**src/tcut_pkg.sv**
```systemverilog
// Package of constants and carrier types for the three channel up-count timer
package tcut_pkg;

	// ****************************************************************
	// Widths and counts
	// ****************************************************************
	localparam int TCUT_NCH = 3;                 // Channel count
	localparam int TCUT_CW = 16;                 // Counter width
	localparam int TCUT_FLTW = 4;                // Filter setting width

	// ****************************************************************
	// Clock source encodings
	// ****************************************************************
	localparam logic [4:0] TCUT_SRC_INT = 5'h00;      // Kernel clock
	localparam logic [4:0] TCUT_SRC_TRG_LO = 5'h01;   // First trigger input
	localparam logic [4:0] TCUT_SRC_TRG_HI = 5'h04;   // Last trigger input
	localparam logic [4:0] TCUT_SRC_PIN_LO = 5'h05;   // First pin edge mode
	localparam logic [4:0] TCUT_SRC_CH0_BOTH = 5'h05; // Channel 0 both edges
	localparam logic [4:0] TCUT_SRC_CH0_RISE = 5'h06; // Channel 0 rising edge
	localparam logic [4:0] TCUT_SRC_CH1_RISE = 5'h07; // Channel 1 rising edge

	// ****************************************************************
	// Channel input source encodings
	// ****************************************************************
	localparam logic [2:0] TCUT_MS_OUT = 3'h0;   // Output mode, no capture
	localparam logic [2:0] TCUT_MS_OWN = 3'h1;   // Own input
	localparam logic [2:0] TCUT_MS_NEXT = 3'h2;  // Neighbour channel input
	localparam logic [2:0] TCUT_MS_TRG = 3'h3;   // Internal trigger
	localparam logic [1:0] TCUT_MODE_INDEP = 2'h0; // Independent multi-channel mode

	// ****************************************************************
	// Reset values
	// ****************************************************************
	localparam logic [15:0] TCUT_CNT_RST = 16'h0000;
	localparam logic [15:0] TCUT_ARV_RST = 16'hFFFF;
	localparam logic [15:0] TCUT_PSC_RST = 16'h0000;
	localparam logic [31:0] TCUT_REP_RST = 32'h0000_0000;

	// Per-channel capture configuration
	typedef struct packed {
		logic [2:0] source_select;   // Channel input source select
		logic polarity;              // 1 = falling edge
		logic [3:0] filter_setting;  // Consecutive samples required, less one
		logic [1:0] input_prescale;  // Edges per capture: 1,2,4,8
		logic irq_enable;            // Channel interrupt enable
		logic dma_enable;            // Channel DMA enable
	} tcut_chcfg_t;

	// Per-channel status
	typedef struct packed {
		logic event_flag;            // Capture happened
		logic overcapture_flag;      // Capture while flag still set
	} tcut_chsts_t;

endpackage : tcut_pkg

```
**src/tcut_timer.sv**
```systemverilog
// Three channel up-count timer with input capture channels
//
// Summary of operation
// - Sixteen bit counter, counts up only
// - Three independent capture channels provided
// - Source zero selects internal kernel clock
// - Enabled prescaler divides input into ticks
// - Sources 5..7 use channel pin edges
// - Sources 1..4 use trigger rising edges
// - Prescaler divides by value plus one
// - New prescaler applied at next update
// - Count zero to reload, then restart
// - Update after N+1 overflows
// - Software trigger clears counter, reloads, updates
// - Update inhibit suppresses update events
// - Update loads repetition, reload, prescaler
// - Eight or thirty-two bit repetition, readable
// - Repetition counter decrements each overflow
// - Independent mode: channels capture independently
// - Capture copies counter, sets flag, interrupt
// - Synchronise, filter pin inputs (trigger sources skip the filter), then detect chosen edge
// - Source select picks own, neighbour, trigger
// - Input prescaler merges edges into one
// - Input channels ignore capture value writes
// - Capture over set flag sets overcapture
`timescale 1ns/100ps
module tcut_timer
	import tcut_pkg::*;
(
	input wire logic clk,
	input wire logic arst_n,
	input wire logic [4:0] clock_source_select,
	input wire logic counter_enable_bit,
	input wire logic [15:0] prescaler_value,
	input wire logic [15:0] auto_reload_value,
	input wire logic [31:0] repetition_count,
	input wire logic repetition_counter_select,
	input wire logic software_update_trigger,
	input wire logic update_inhibit,
	input wire logic count_direction,
	input wire logic [1:0] multi_channel_mode_select,
	input wire logic [3:0] internal_trigger_inputs,
	input wire logic [2:0] channel_input_pin,
	input wire tcut_chcfg_t [2:0] channel_cfg,
	input wire logic [2:0] flag_clear,
	input wire logic [2:0] cv_write,
	input wire logic [15:0] cv_wdata,
	output logic [15:0] counter_value,
	output logic [31:0] repetition_remaining,
	output logic update_event,
	output logic [2:0][15:0] capture_value_register,
	output tcut_chsts_t [2:0] channel_status,
	output logic [2:0] channel_irq,
	output logic [2:0] channel_dma_req
);

	// ****************************************************************
	// Input synchronisers (three stages, change on stage 2/3 agreement)
	// ****************************************************************
	logic [6:0] s1_reg;      // First stage, read only by second
	logic [6:0] s2_reg;      // Second stage
	logic [6:0] s3_reg;      // Third stage
	logic [6:0] sync_reg;    // Accepted level
	logic [6:0] sync_prev_reg;  // Previous accepted level for edge detection
	logic [6:0] raw_in;      // Pins then triggers
	assign raw_in = {internal_trigger_inputs, channel_input_pin};

	// Synchroniser chain to the kernel clock
	always_ff @(posedge clk or negedge arst_n) begin
		if (!arst_n) begin
			s1_reg <= '0;
			s2_reg <= '0;
			s3_reg <= '0;
		end else begin
			s1_reg <= raw_in;
			s2_reg <= s1_reg;
			s3_reg <= s2_reg;
		end
	end

	// Accept a change only once stages two and three agree; keep last level for edges
	always_ff @(posedge clk or negedge arst_n) begin
		if (!arst_n) begin
			sync_reg <= '0;
			sync_prev_reg <= '0;
		end else begin
			sync_prev_reg <= sync_reg;
			for (int i = 0; i < 7; i++) begin
				if (s2_reg[i] == s3_reg[i]) begin
					sync_reg[i] <= s3_reg[i];
				end
			end
		end
	end

	// ****************************************************************
	// Prescaler input clock selection
	// ****************************************************************
	logic [3:0] trg_rise;   // Trigger rising edges
	logic [2:0] pin_rise;   // Pin rising edges
	logic [2:0] pin_fall;   // Pin falling edges
	logic psc_in;           // One pulse per prescaler input clock
	assign trg_rise = sync_reg[6:3] & ~sync_prev_reg[6:3];
	assign pin_rise = sync_reg[2:0] & ~sync_prev_reg[2:0];
	assign pin_fall = ~sync_reg[2:0] & sync_prev_reg[2:0];

	// Source mux; pin mode 5 counts both edges of channel 0
	always_comb begin
		psc_in = 1'b0;
		if (clock_source_select == TCUT_SRC_INT) begin
			psc_in = 1'b1;
		end else if (clock_source_select >= TCUT_SRC_TRG_LO &&
			clock_source_select <= TCUT_SRC_TRG_HI) begin
			psc_in = trg_rise[2'(clock_source_select - TCUT_SRC_TRG_LO)];
		end else if (clock_source_select == TCUT_SRC_CH0_BOTH) begin
			psc_in = pin_rise[0] | pin_fall[0];
		end else if (clock_source_select == TCUT_SRC_CH0_RISE) begin
			psc_in = pin_rise[0];
		end else if (clock_source_select == TCUT_SRC_CH1_RISE) begin
			psc_in = pin_rise[1];
		end
	end

	// ****************************************************************
	// Prescaler, shadowed registers and counter
	// ****************************************************************
	logic [15:0] psc_shadow_reg;  // Active prescaler value
	logic [15:0] arv_shadow_reg;  // Active auto-reload value
	logic [15:0] psc_cnt_reg;     // Prescaler divider count
	logic [15:0] cnt_reg;         // Main counter
	logic [31:0] rep_reg;         // Active repetition counter
	logic swu_prev_reg;           // Trigger edge detect
	logic swu_pulse;              // Software update request
	logic tick;                   // Counter tick clock
	logic overflow;               // Counter wrap
	logic upd_req;                // Update before inhibit
	logic upd;                    // Qualified update event
	logic [31:0] rep_load;        // Selected repetition reload

	assign swu_pulse = software_update_trigger & ~swu_prev_reg;
	// Direction bit must stay zero; a set bit stops the counter outright
	assign tick = counter_enable_bit && psc_in && !count_direction &&
		(psc_cnt_reg == psc_shadow_reg);
	assign overflow = tick && (cnt_reg >= arv_shadow_reg);
	assign upd_req = swu_pulse || (overflow && rep_reg == 32'h0000_0000);
	assign upd = upd_req && !update_inhibit;
	assign rep_load = repetition_counter_select ? repetition_count :
		{24'h00_0000, repetition_count[7:0]};

	// Prescaler divider; restarts on software update
	always_ff @(posedge clk or negedge arst_n) begin
		if (!arst_n) begin
			psc_cnt_reg <= TCUT_PSC_RST;
		end else if (swu_pulse) begin
			psc_cnt_reg <= TCUT_PSC_RST;
		end else if (counter_enable_bit && psc_in) begin
			if (psc_cnt_reg == psc_shadow_reg) begin
				psc_cnt_reg <= TCUT_PSC_RST;
			end else begin
				psc_cnt_reg <= psc_cnt_reg + 16'h0001;
			end
		end
	end

	// Shadow loads only on a qualified update
	always_ff @(posedge clk or negedge arst_n) begin
		if (!arst_n) begin
			psc_shadow_reg <= TCUT_PSC_RST;
			arv_shadow_reg <= TCUT_ARV_RST;
		end else if (upd) begin
			psc_shadow_reg <= prescaler_value;
			arv_shadow_reg <= auto_reload_value;
		end
	end

	// Main counter
	always_ff @(posedge clk or negedge arst_n) begin
		if (!arst_n) begin
			cnt_reg <= TCUT_CNT_RST;
		end else if (swu_pulse) begin
			cnt_reg <= TCUT_CNT_RST;
		end else if (overflow) begin
			cnt_reg <= TCUT_CNT_RST;
		end else if (tick) begin
			cnt_reg <= cnt_reg + 16'h0001;
		end
	end

	// Repetition counter; reload on every update request, even inhibited
	always_ff @(posedge clk or negedge arst_n) begin
		if (!arst_n) begin
			rep_reg <= TCUT_REP_RST;
		end else if (swu_pulse || (upd_req && overflow)) begin
			rep_reg <= rep_load;
		end else if (overflow) begin
			rep_reg <= rep_reg - 32'h0000_0001;
		end
	end

	// Update strobe output and software trigger edge capture
	always_ff @(posedge clk or negedge arst_n) begin
		if (!arst_n) begin
			update_event <= 1'b0;
			swu_prev_reg <= 1'b0;
		end else begin
			update_event <= upd;
			swu_prev_reg <= software_update_trigger;
		end
	end

	assign counter_value = cnt_reg;
	assign repetition_remaining = rep_reg;

	// ****************************************************************
	// Capture channels
	// ****************************************************************
	logic [2:0][3:0] flt_cnt_reg;  // Filter stability counters
	logic [2:0] flt_reg;           // Filtered levels
	logic [2:0] flt_prev_reg;      // Previous filtered levels
	logic [2:0][2:0] ipsc_reg;     // Input prescaler edge counters
	logic [2:0] edge_hit;          // Selected edge per channel
	logic [2:0] cap;               // Effective capture event

	// Digital filter: new level must hold for one sample more than the set number
	always_ff @(posedge clk or negedge arst_n) begin
		if (!arst_n) begin
			flt_cnt_reg <= '0;
			flt_reg <= '0;
			flt_prev_reg <= '0;
		end else begin
			flt_prev_reg <= flt_reg;
			for (int c = 0; c < TCUT_NCH; c++) begin
				if (sync_reg[c] == flt_reg[c]) begin
					flt_cnt_reg[c] <= 4'h0;
				end else if (flt_cnt_reg[c] >= channel_cfg[c].filter_setting) begin
					flt_reg[c] <= sync_reg[c];
					flt_cnt_reg[c] <= 4'h0;
				end else begin
					flt_cnt_reg[c] <= flt_cnt_reg[c] + 4'h1;
				end
			end
		end
	end

	// Source pick and polarity; channels work independently
	always_comb begin
		for (int c = 0; c < TCUT_NCH; c++) begin
			logic now_l;
			logic was_l;
			now_l = flt_reg[c];
			was_l = flt_prev_reg[c];
			case (channel_cfg[c].source_select)
				TCUT_MS_NEXT: begin
					now_l = flt_reg[(c + 1) % TCUT_NCH];
					was_l = flt_prev_reg[(c + 1) % TCUT_NCH];
				end
				TCUT_MS_TRG: begin
					now_l = sync_reg[3 + c];
					was_l = sync_prev_reg[3 + c];
				end
				default: begin
					now_l = flt_reg[c];
					was_l = flt_prev_reg[c];
				end
			endcase
			edge_hit[c] = (channel_cfg[c].source_select != TCUT_MS_OUT) &&
				(multi_channel_mode_select == TCUT_MODE_INDEP) &&
				(channel_cfg[c].polarity ? (was_l && !now_l) :
				(now_l && !was_l));
		end
	end

	// Input prescaler: 1, 2, 4 or 8 edges per capture
	always_ff @(posedge clk or negedge arst_n) begin
		if (!arst_n) begin
			ipsc_reg <= '0;
		end else begin
			for (int c = 0; c < TCUT_NCH; c++) begin
				if (channel_cfg[c].source_select == TCUT_MS_OUT) begin
					ipsc_reg[c] <= 3'h0;
				end else if (cap[c]) begin
					ipsc_reg[c] <= 3'h0;
				end else if (edge_hit[c]) begin
					ipsc_reg[c] <= ipsc_reg[c] + 3'h1;
				end
			end
		end
	end

	always_comb begin
		for (int c = 0; c < TCUT_NCH; c++) begin
			cap[c] = edge_hit[c] && (ipsc_reg[c] ==
				3'((4'h1 << channel_cfg[c].input_prescale) - 4'h1));
		end
	end

	// Capture registers; writes allowed only in output mode
	always_ff @(posedge clk or negedge arst_n) begin
		if (!arst_n) begin
			capture_value_register <= '0;
		end else begin
			for (int c = 0; c < TCUT_NCH; c++) begin
				if (cap[c]) begin
					capture_value_register[c] <= cnt_reg;
				end else if (cv_write[c] &&
					channel_cfg[c].source_select == TCUT_MS_OUT) begin
					capture_value_register[c] <= cv_wdata;
				end
			end
		end
	end

	// Flags: a capture wins over a clear in the same cycle
	always_ff @(posedge clk or negedge arst_n) begin
		if (!arst_n) begin
			channel_status <= '0;
		end else begin
			for (int c = 0; c < TCUT_NCH; c++) begin
				// Set terms come first, so a same-cycle clear loses
				channel_status[c].event_flag <= cap[c] ||
					(channel_status[c].event_flag && !flag_clear[c]);
				channel_status[c].overcapture_flag <=
					(cap[c] && channel_status[c].event_flag) ||
					(channel_status[c].overcapture_flag && !flag_clear[c]);
			end
		end
	end

	// Requests follow the sticky flag, gated by enables
	always_comb begin
		for (int c = 0; c < TCUT_NCH; c++) begin
			channel_irq[c] = channel_status[c].event_flag && channel_cfg[c].irq_enable;
			channel_dma_req[c] = channel_status[c].event_flag && channel_cfg[c].dma_enable;
		end
	end

endmodule : tcut_timer

```
**config.mk**
```make
export PLATFORM = sky130hd
export DESIGN_NAME = tcut_timer
export DESIGN_NICKNAME = d
export VERILOG_FILES = /design/src/tcut_pkg.sv /design/src/tcut_timer.sv
export SDC_FILE = /design/constraint.sdc
export NUM_CORES = 1
export LEC_CHECK = 0
export BUFFER_PORTS_ARGS = -buffer_cell sky130_fd_sc_hd__buf_2
export CORE_MARGIN = 2
export CORE_UTILIZATION = 53
export CTS_CLUSTER_DIAMETER = 60
export DETAILED_ROUTE_END_ITERATION = 8
export PLACE_DENSITY = 0.83
export SLEW_MARGIN = 10
export SYNTH_ARGS = -nofsm -noshare
export SYNTH_HDL_FRONTEND = slang
export SYNTH_SLANG_ARGS = --single-unit
```
**constraint.sdc**
```tcl
create_clock -name clk -period 3.17 [get_ports clk]
set_input_delay 0.1585 -clock clk [delete_from_list [all_inputs] [get_ports clk]]
set_output_delay 0.1585 -clock clk [all_outputs]
set_load 0.02 [all_outputs]
```
# Yosys cells after proc, flatten, opt, wreduce, memory -nomap -nowiden
# Index checks and enable logic that the tools add are counted.
# W data, S select, Z words.
[word_totals] inputBits=143 ram_bits=0 reg_bits=214 latchBits=0 elab_cells=222 output_inout_bits=109 n_memories=0 romBits=0
[classes] n_reduce_logical=81 mux=46 bitwise=12 div=0 addsub=13 magnitude_cmp=7 shift=3 eq_ne=23 n_mul=0
[ops] operator="$mux W16" count=12
[ops] operator="$mux W32" count=3
[ops] operator="$logic_and A1 B1 Y1" count=41
[ops] operator="$add A16 B1 Y16 const B" count=2
[ops] operator="$logic_not A32 Y1" count=1
[ops] operator="$sub A32 B1 Y32 const B" count=1
[ops] operator="$mux W3" count=9
[ops] operator="$mux W4" count=6
[ops] operator="$reduce_bool A3 Y1" count=7
[ops] operator="$eq A3 B2 Y1 const B" count=6
[ops] operator="$eq A16 B16 Y1" count=1
[ops] operator="$ge A16 B16 Y1" count=1
[ops] operator="$eq A5 B3 Y1 const B" count=3
[ops] operator="$add A4 B1 Y4 const B" count=3
[ops] operator="$ge A4 B4 Y1" count=3
[ops] operator="$pmux W1 S2" count=6
[ops] operator="$logic_not A1 Y1" count=11
[ops] operator="$eq A1 B1 Y1" count=10
[ops] operator="$reduce_bool A2 Y1" count=5
[ops] operator="$add A3 B1 Y3 const B" count=3
[ops] operator="$eq A3 B3 Y1" count=3
[ops] operator="$logic_not A3 Y1" count=3
[ops] operator="$mux W1" count=9
[ops] operator="$shl A1 B2 Y3 const A" count=3
[ops] operator="17 further kinds" count=33

# Longest topological paths before layout
[logic_depth] depth_word=16 ltp_mapped=12 mapped_depth_nobuf=9

# Worst setup path before layout
# OpenSTA, ideal clock, no wires.
[synth_timing] path_kind="register to register" startpoint="reg rep_reg[0], in the netlist repetition_remaining[0]" endpoint="reg psc_shadow_reg[0]" required_ps=3045 setup_slack_ps=141 n_path_buf=3 period_less_slack_ps=3029 path_stages_with_launch=12 arrival_ps=2904 setup_ps=125 path_cell_list="dfrtp_1 > inv_1 > ha_1 > or4b_1 > buf_2 > nor2_4 > nand3_4 > o41a_4 > or3_1 > buf_6 > buf_6 > mux2_4"
[synth_via] elab_chain_cells=4
[synth_rtl] item="start: declaration" line="tcut_timer.sv:131" text="logic [31:0] rep_reg;"
[synth_rtl] item="start signal: assignment" line="tcut_timer.sv:194" text="rep_reg <= rep_load;"
[synth_rtl] item="start signal: assignment" line="tcut_timer.sv:196" text="rep_reg <= rep_reg - 32'h0000_0001;"
[synth_rtl] item="$logic_not A32 Y1" line="tcut_timer.sv:145" text="assign upd_req = swu_pulse || (overflow && rep_reg == 32'h0000_0000);"
[synth_rtl] item="$logic_and A1 B1 Y1" line="tcut_timer.sv:145"
[synth_rtl] item="$logic_or A1 B1 Y1" line="tcut_timer.sv:145"
[synth_rtl] item="$logic_and A1 B1 Y1" line="tcut_timer.sv:146" text="assign upd = upd_req && !update_inhibit;"
[synth_rtl] item="end signal: assignment" line="tcut_timer.sv:171" text="psc_shadow_reg <= prescaler_value;"
[synth_rtl] item="end: declaration" line="tcut_timer.sv:127" text="logic [15:0] psc_shadow_reg;"
# Every way passes these cells.
# A chain may end at the register's enable or synchronous reset.

# Worst setup path after layout
[layout_timing] startpoint="reg rep_reg[1], in the netlist repetition_remaining[1]" endpoint="reg psc_shadow_reg[8]"
# Same word-level chain as after synthesis.

==> summary.txt <==
Synthesis
  • Synth async-reset ratio: 1.00
  • Prevailing post-synth register cell: dfrtp_1
  • Top-area cell type share of the netlist area: 0.453
  • Seq/Total Area, Yosys: 0.491
  • Number of flops mapped to enable cells by yosys: 0
  • Synth top area cells: dfrtp_1 45%, ha_1 4.8%, a21o_1 4.3%
  • Post-Syn Area: 0.0109 mm²
  • Syn Area/Cell: 10.8 µm²
  • Syn Inst Count: 1009
  • Distinct cell type count after synthesis: 69
  • Synth warn: 0
  • Area leader, netlist: dfrtp_1
  • #FFs+latches synth: 213
  • Syn Nets: 1194

Global route
  • Initial antenna violation count: 1
  • GRT Residual Overflow: 0
  • Total GRT Usage: 0.261
  • Largest net degree at the start of global routing: 118
  • First-pass GRT wire length: 46900 µm
  • Number of global-route vias before repair: 9437

Placement
  • Number of port buffers: 251
  • Setup WS pre-CTS: 116 ps
  • GPL Wtd Cong: 0.859
  • Post-DP HPWL: 19200 µm

Timing
  • Final Setup Violations: 0
  • Max Freq: 0.332 GHz
  • Worst Tran Pin Value: 935 ps
  • Total negative slack: 0 ps
  • Final Hold Fails: 0
  • Slew Viols, Final: 0
  • RSZ-0062 raised after global routing: false
  • Slew Limit Headroom: 0.377
  • Worst setup margin: 155 ps
  • Clock skew: 8.95 ps
  • Tcrit/Tclk final: 0.951
  • Period minus WS final: 3020 ps

Critical path
  • Critical path startpoint category: flip-flop
  • CP startpoint: repetition_remaining[1]$_DFFE_PN0P_
  • Worst path arrival time: 3410 ps
  • Worst R2R Start: repetition_remaining[1]$_DFFE_PN0P_
  • Slowest library cell on the worst path: or4b_4
  • Max incr delay on CP: 500 ps
  • Crit-path cells: inv_1 > ha_1 > or4b_4 > nor2_4 > nand3_4 > o41a_4 > or3_2 > buf_6 > mux2_4
  • CP Class: reg2reg
  • Worst Setup End Kind: flip-flop
  • Worst Path Required: 3560 ps
  • Crit path max fanout: 17
  • WP buf/inv: 2
  • Top delay family on crit path: simple AND/OR/NAND/NOR gates

Worst hold path
  • Hold Path Class: in2reg
  • Hold Crit Start: multi_channel_mode_select[1]

Clocking
  • Setup Buffers After CTS: 0
  • TritonCTS clock tree: yes
  • Total CTS buffers: 23
  • Clock-pin slew on the worst setup and hold paths: 60 ps
  • CTS sink cnt: 213
  • Worst-skew pair later-pin latency: 510 ps
  • CTS H-tree lvls: 1
  • Root Buffer: clkbuf_16
  • Clock buffer depth: 3

Floorplan
  • Core area: 0.0202 mm²
  • Initial core utilization: 0.540
  • Die Span X: 147 µm
  • Die height: 147 µm
  • # IOs: 252
  • Die area: 0.0217 mm²
  • # rows: 52

Drt
  • Vias per inst: 5.65
  • Drt total wl: 28600 µm
  • # DRC: 0
  • Avg WL per Cell: 17.4 µm
  • Post-route ant nets: 0
  • DRT iter0 DRCs: 589
  • Pre-antenna DRT Iters: 7
  • Vias: 9298

Flow run
  • Number of max-cap violations: 0

Final layout
  • Layout cell share with drive strength beyond 1: 0.294
  • Commonest non-fill, non-tap cell in the layout: buf_2
  • # nets final: 1546
  • Fillers: 1459
  • Antenna diode count: 0
  • Most frequent cells in the layout: 250 x buf_2, 197 x dfrtp_1, 91 x dlygate4sd3_1, 70 x nor2_1, 63 x a21o_1
  • Largest register by flop count: capture_value_register
  • Max reg flops: 48
  • Area grow syn2layout: 30.3%

Outcome
  • Outcome: finished clean

Power and ir drop
  • Lkg Pwr: 7.11 nW
  • Power Dens Cells: 688 mW/mm²
  • Worst VDD drop: 0.000533 V
[report_power, final]
group	switching [W]	internal [W]
registers	0.000652	0.00343
clock network	0.00108	0.00153
logic	0.00169	0.00137
total	0.00342	0.00634
[cell usage after synthesis, types with 15 or more instances]
cell      number
a21o_1        63
a21oi_1       58
a22o_1        51
clkbuf_1      24
dfrtp_1      197
dfstp_2       16
ha_1          42
inv_1         53
mux2_2        15
mux2_4        29
nand2_1       44
nand3_1       22
nor2_1        70
nor3_1        28
o21ai_0       43
xnor2_1       46
[stage by stage]
| stage | util | instance area [µm²] | std cells | hold slack, ps | total power [W] |
|---|---|---|---|---|---|
| finish | 0.703 | 14200 | 1647 | 44.6 | 0.00976 |
| detailed placement | 0.621 | 12500 | 1515 | 268 | 0.00704 |
| floorplan | - | 10900 | 1009 | -137 | 0.00594 |
| global route | 0.703 | 14200 | 1647 | 71.8 | 0.0103 |
| global placement | 0.621 | 12500 | 1515 | 268 | 0.00690 |
| CTS | 0.703 | 14200 | 1647 | 28.7 | 0.00976 |
[final cells by class]
class                   instances  area, µm²  area share
well taps                     270        338      0.0238
inverters                      53        199      0.0140
clock inverters                10       86.3     0.00609
repair buffers                374       2460       0.173
multi-input cells             696       5100       0.359
flip-flops and latches        213       5350       0.377
clock buffers                  31        656      0.0462
[routing by layer]
| metal | vias to the layer above | share of wire | track usage |
|---|---|---|---|
| li1 | 4346 | - | - |
| met1 | 4518 | 0.41 | 0.337 |
| met2 | 389 | 0.51 | 0.465 |
| met3 | 43 | 0.071 | 0.0432 |
| met4 | 2 | 0.014 | 0.0558 |
| met5 | - | 0.00045 | 0 |
[kinds of logic after synthesis]
group / synth area share
AO/OA/AOI/OAI: 0.178
XOR/XNOR: 0.0418
adder cells (fa/ha/maj): 0.0547
buffers and inverters: 0.0416
flip-flops: 0.491
multiplexers: 0.0592
AND/OR/NAND/NOR: 0.133
[worst reg2reg max path: cells and delay by family, from the launching register on]
family / cells / cell delay (ps)
and+or+nand+nor: 4 / 1300
AOI/OAI and AO/OA: 1 / 400
DFF: 1 / 390
muxes: 1 / 330
buffers and inverters: 2 / 290
adders and majority gates: 1 / 190
[final timing paths]
check                                                        to  depth (start not counted)  slack (ps)
max                               psc_shadow_reg[8]$_DFFE_PN0P_                          9         150
min                                     ipsc_reg[1]$_DFFE_PN0P_                          4          40
max reg2reg                       psc_shadow_reg[8]$_DFFE_PN0P_                          9         150
min reg2reg                                 s2_reg[2]$_DFF_PN0_                          0         350
max in group asynchronous  repetition_remaining[27]$_DFFE_PN0P_                          3        1910
min in group asynchronous        psc_shadow_reg[10]$_DFFE_PN0P_                          2         410
[timing repair]
action	in CTS	in global routing
hold buffers	91	0
hold endpoints to repair	232	0
endpoints found under the setup margin	0	16
gates resized for setup	0	2
Note: power is estimated with default switching activity, not from simulation.
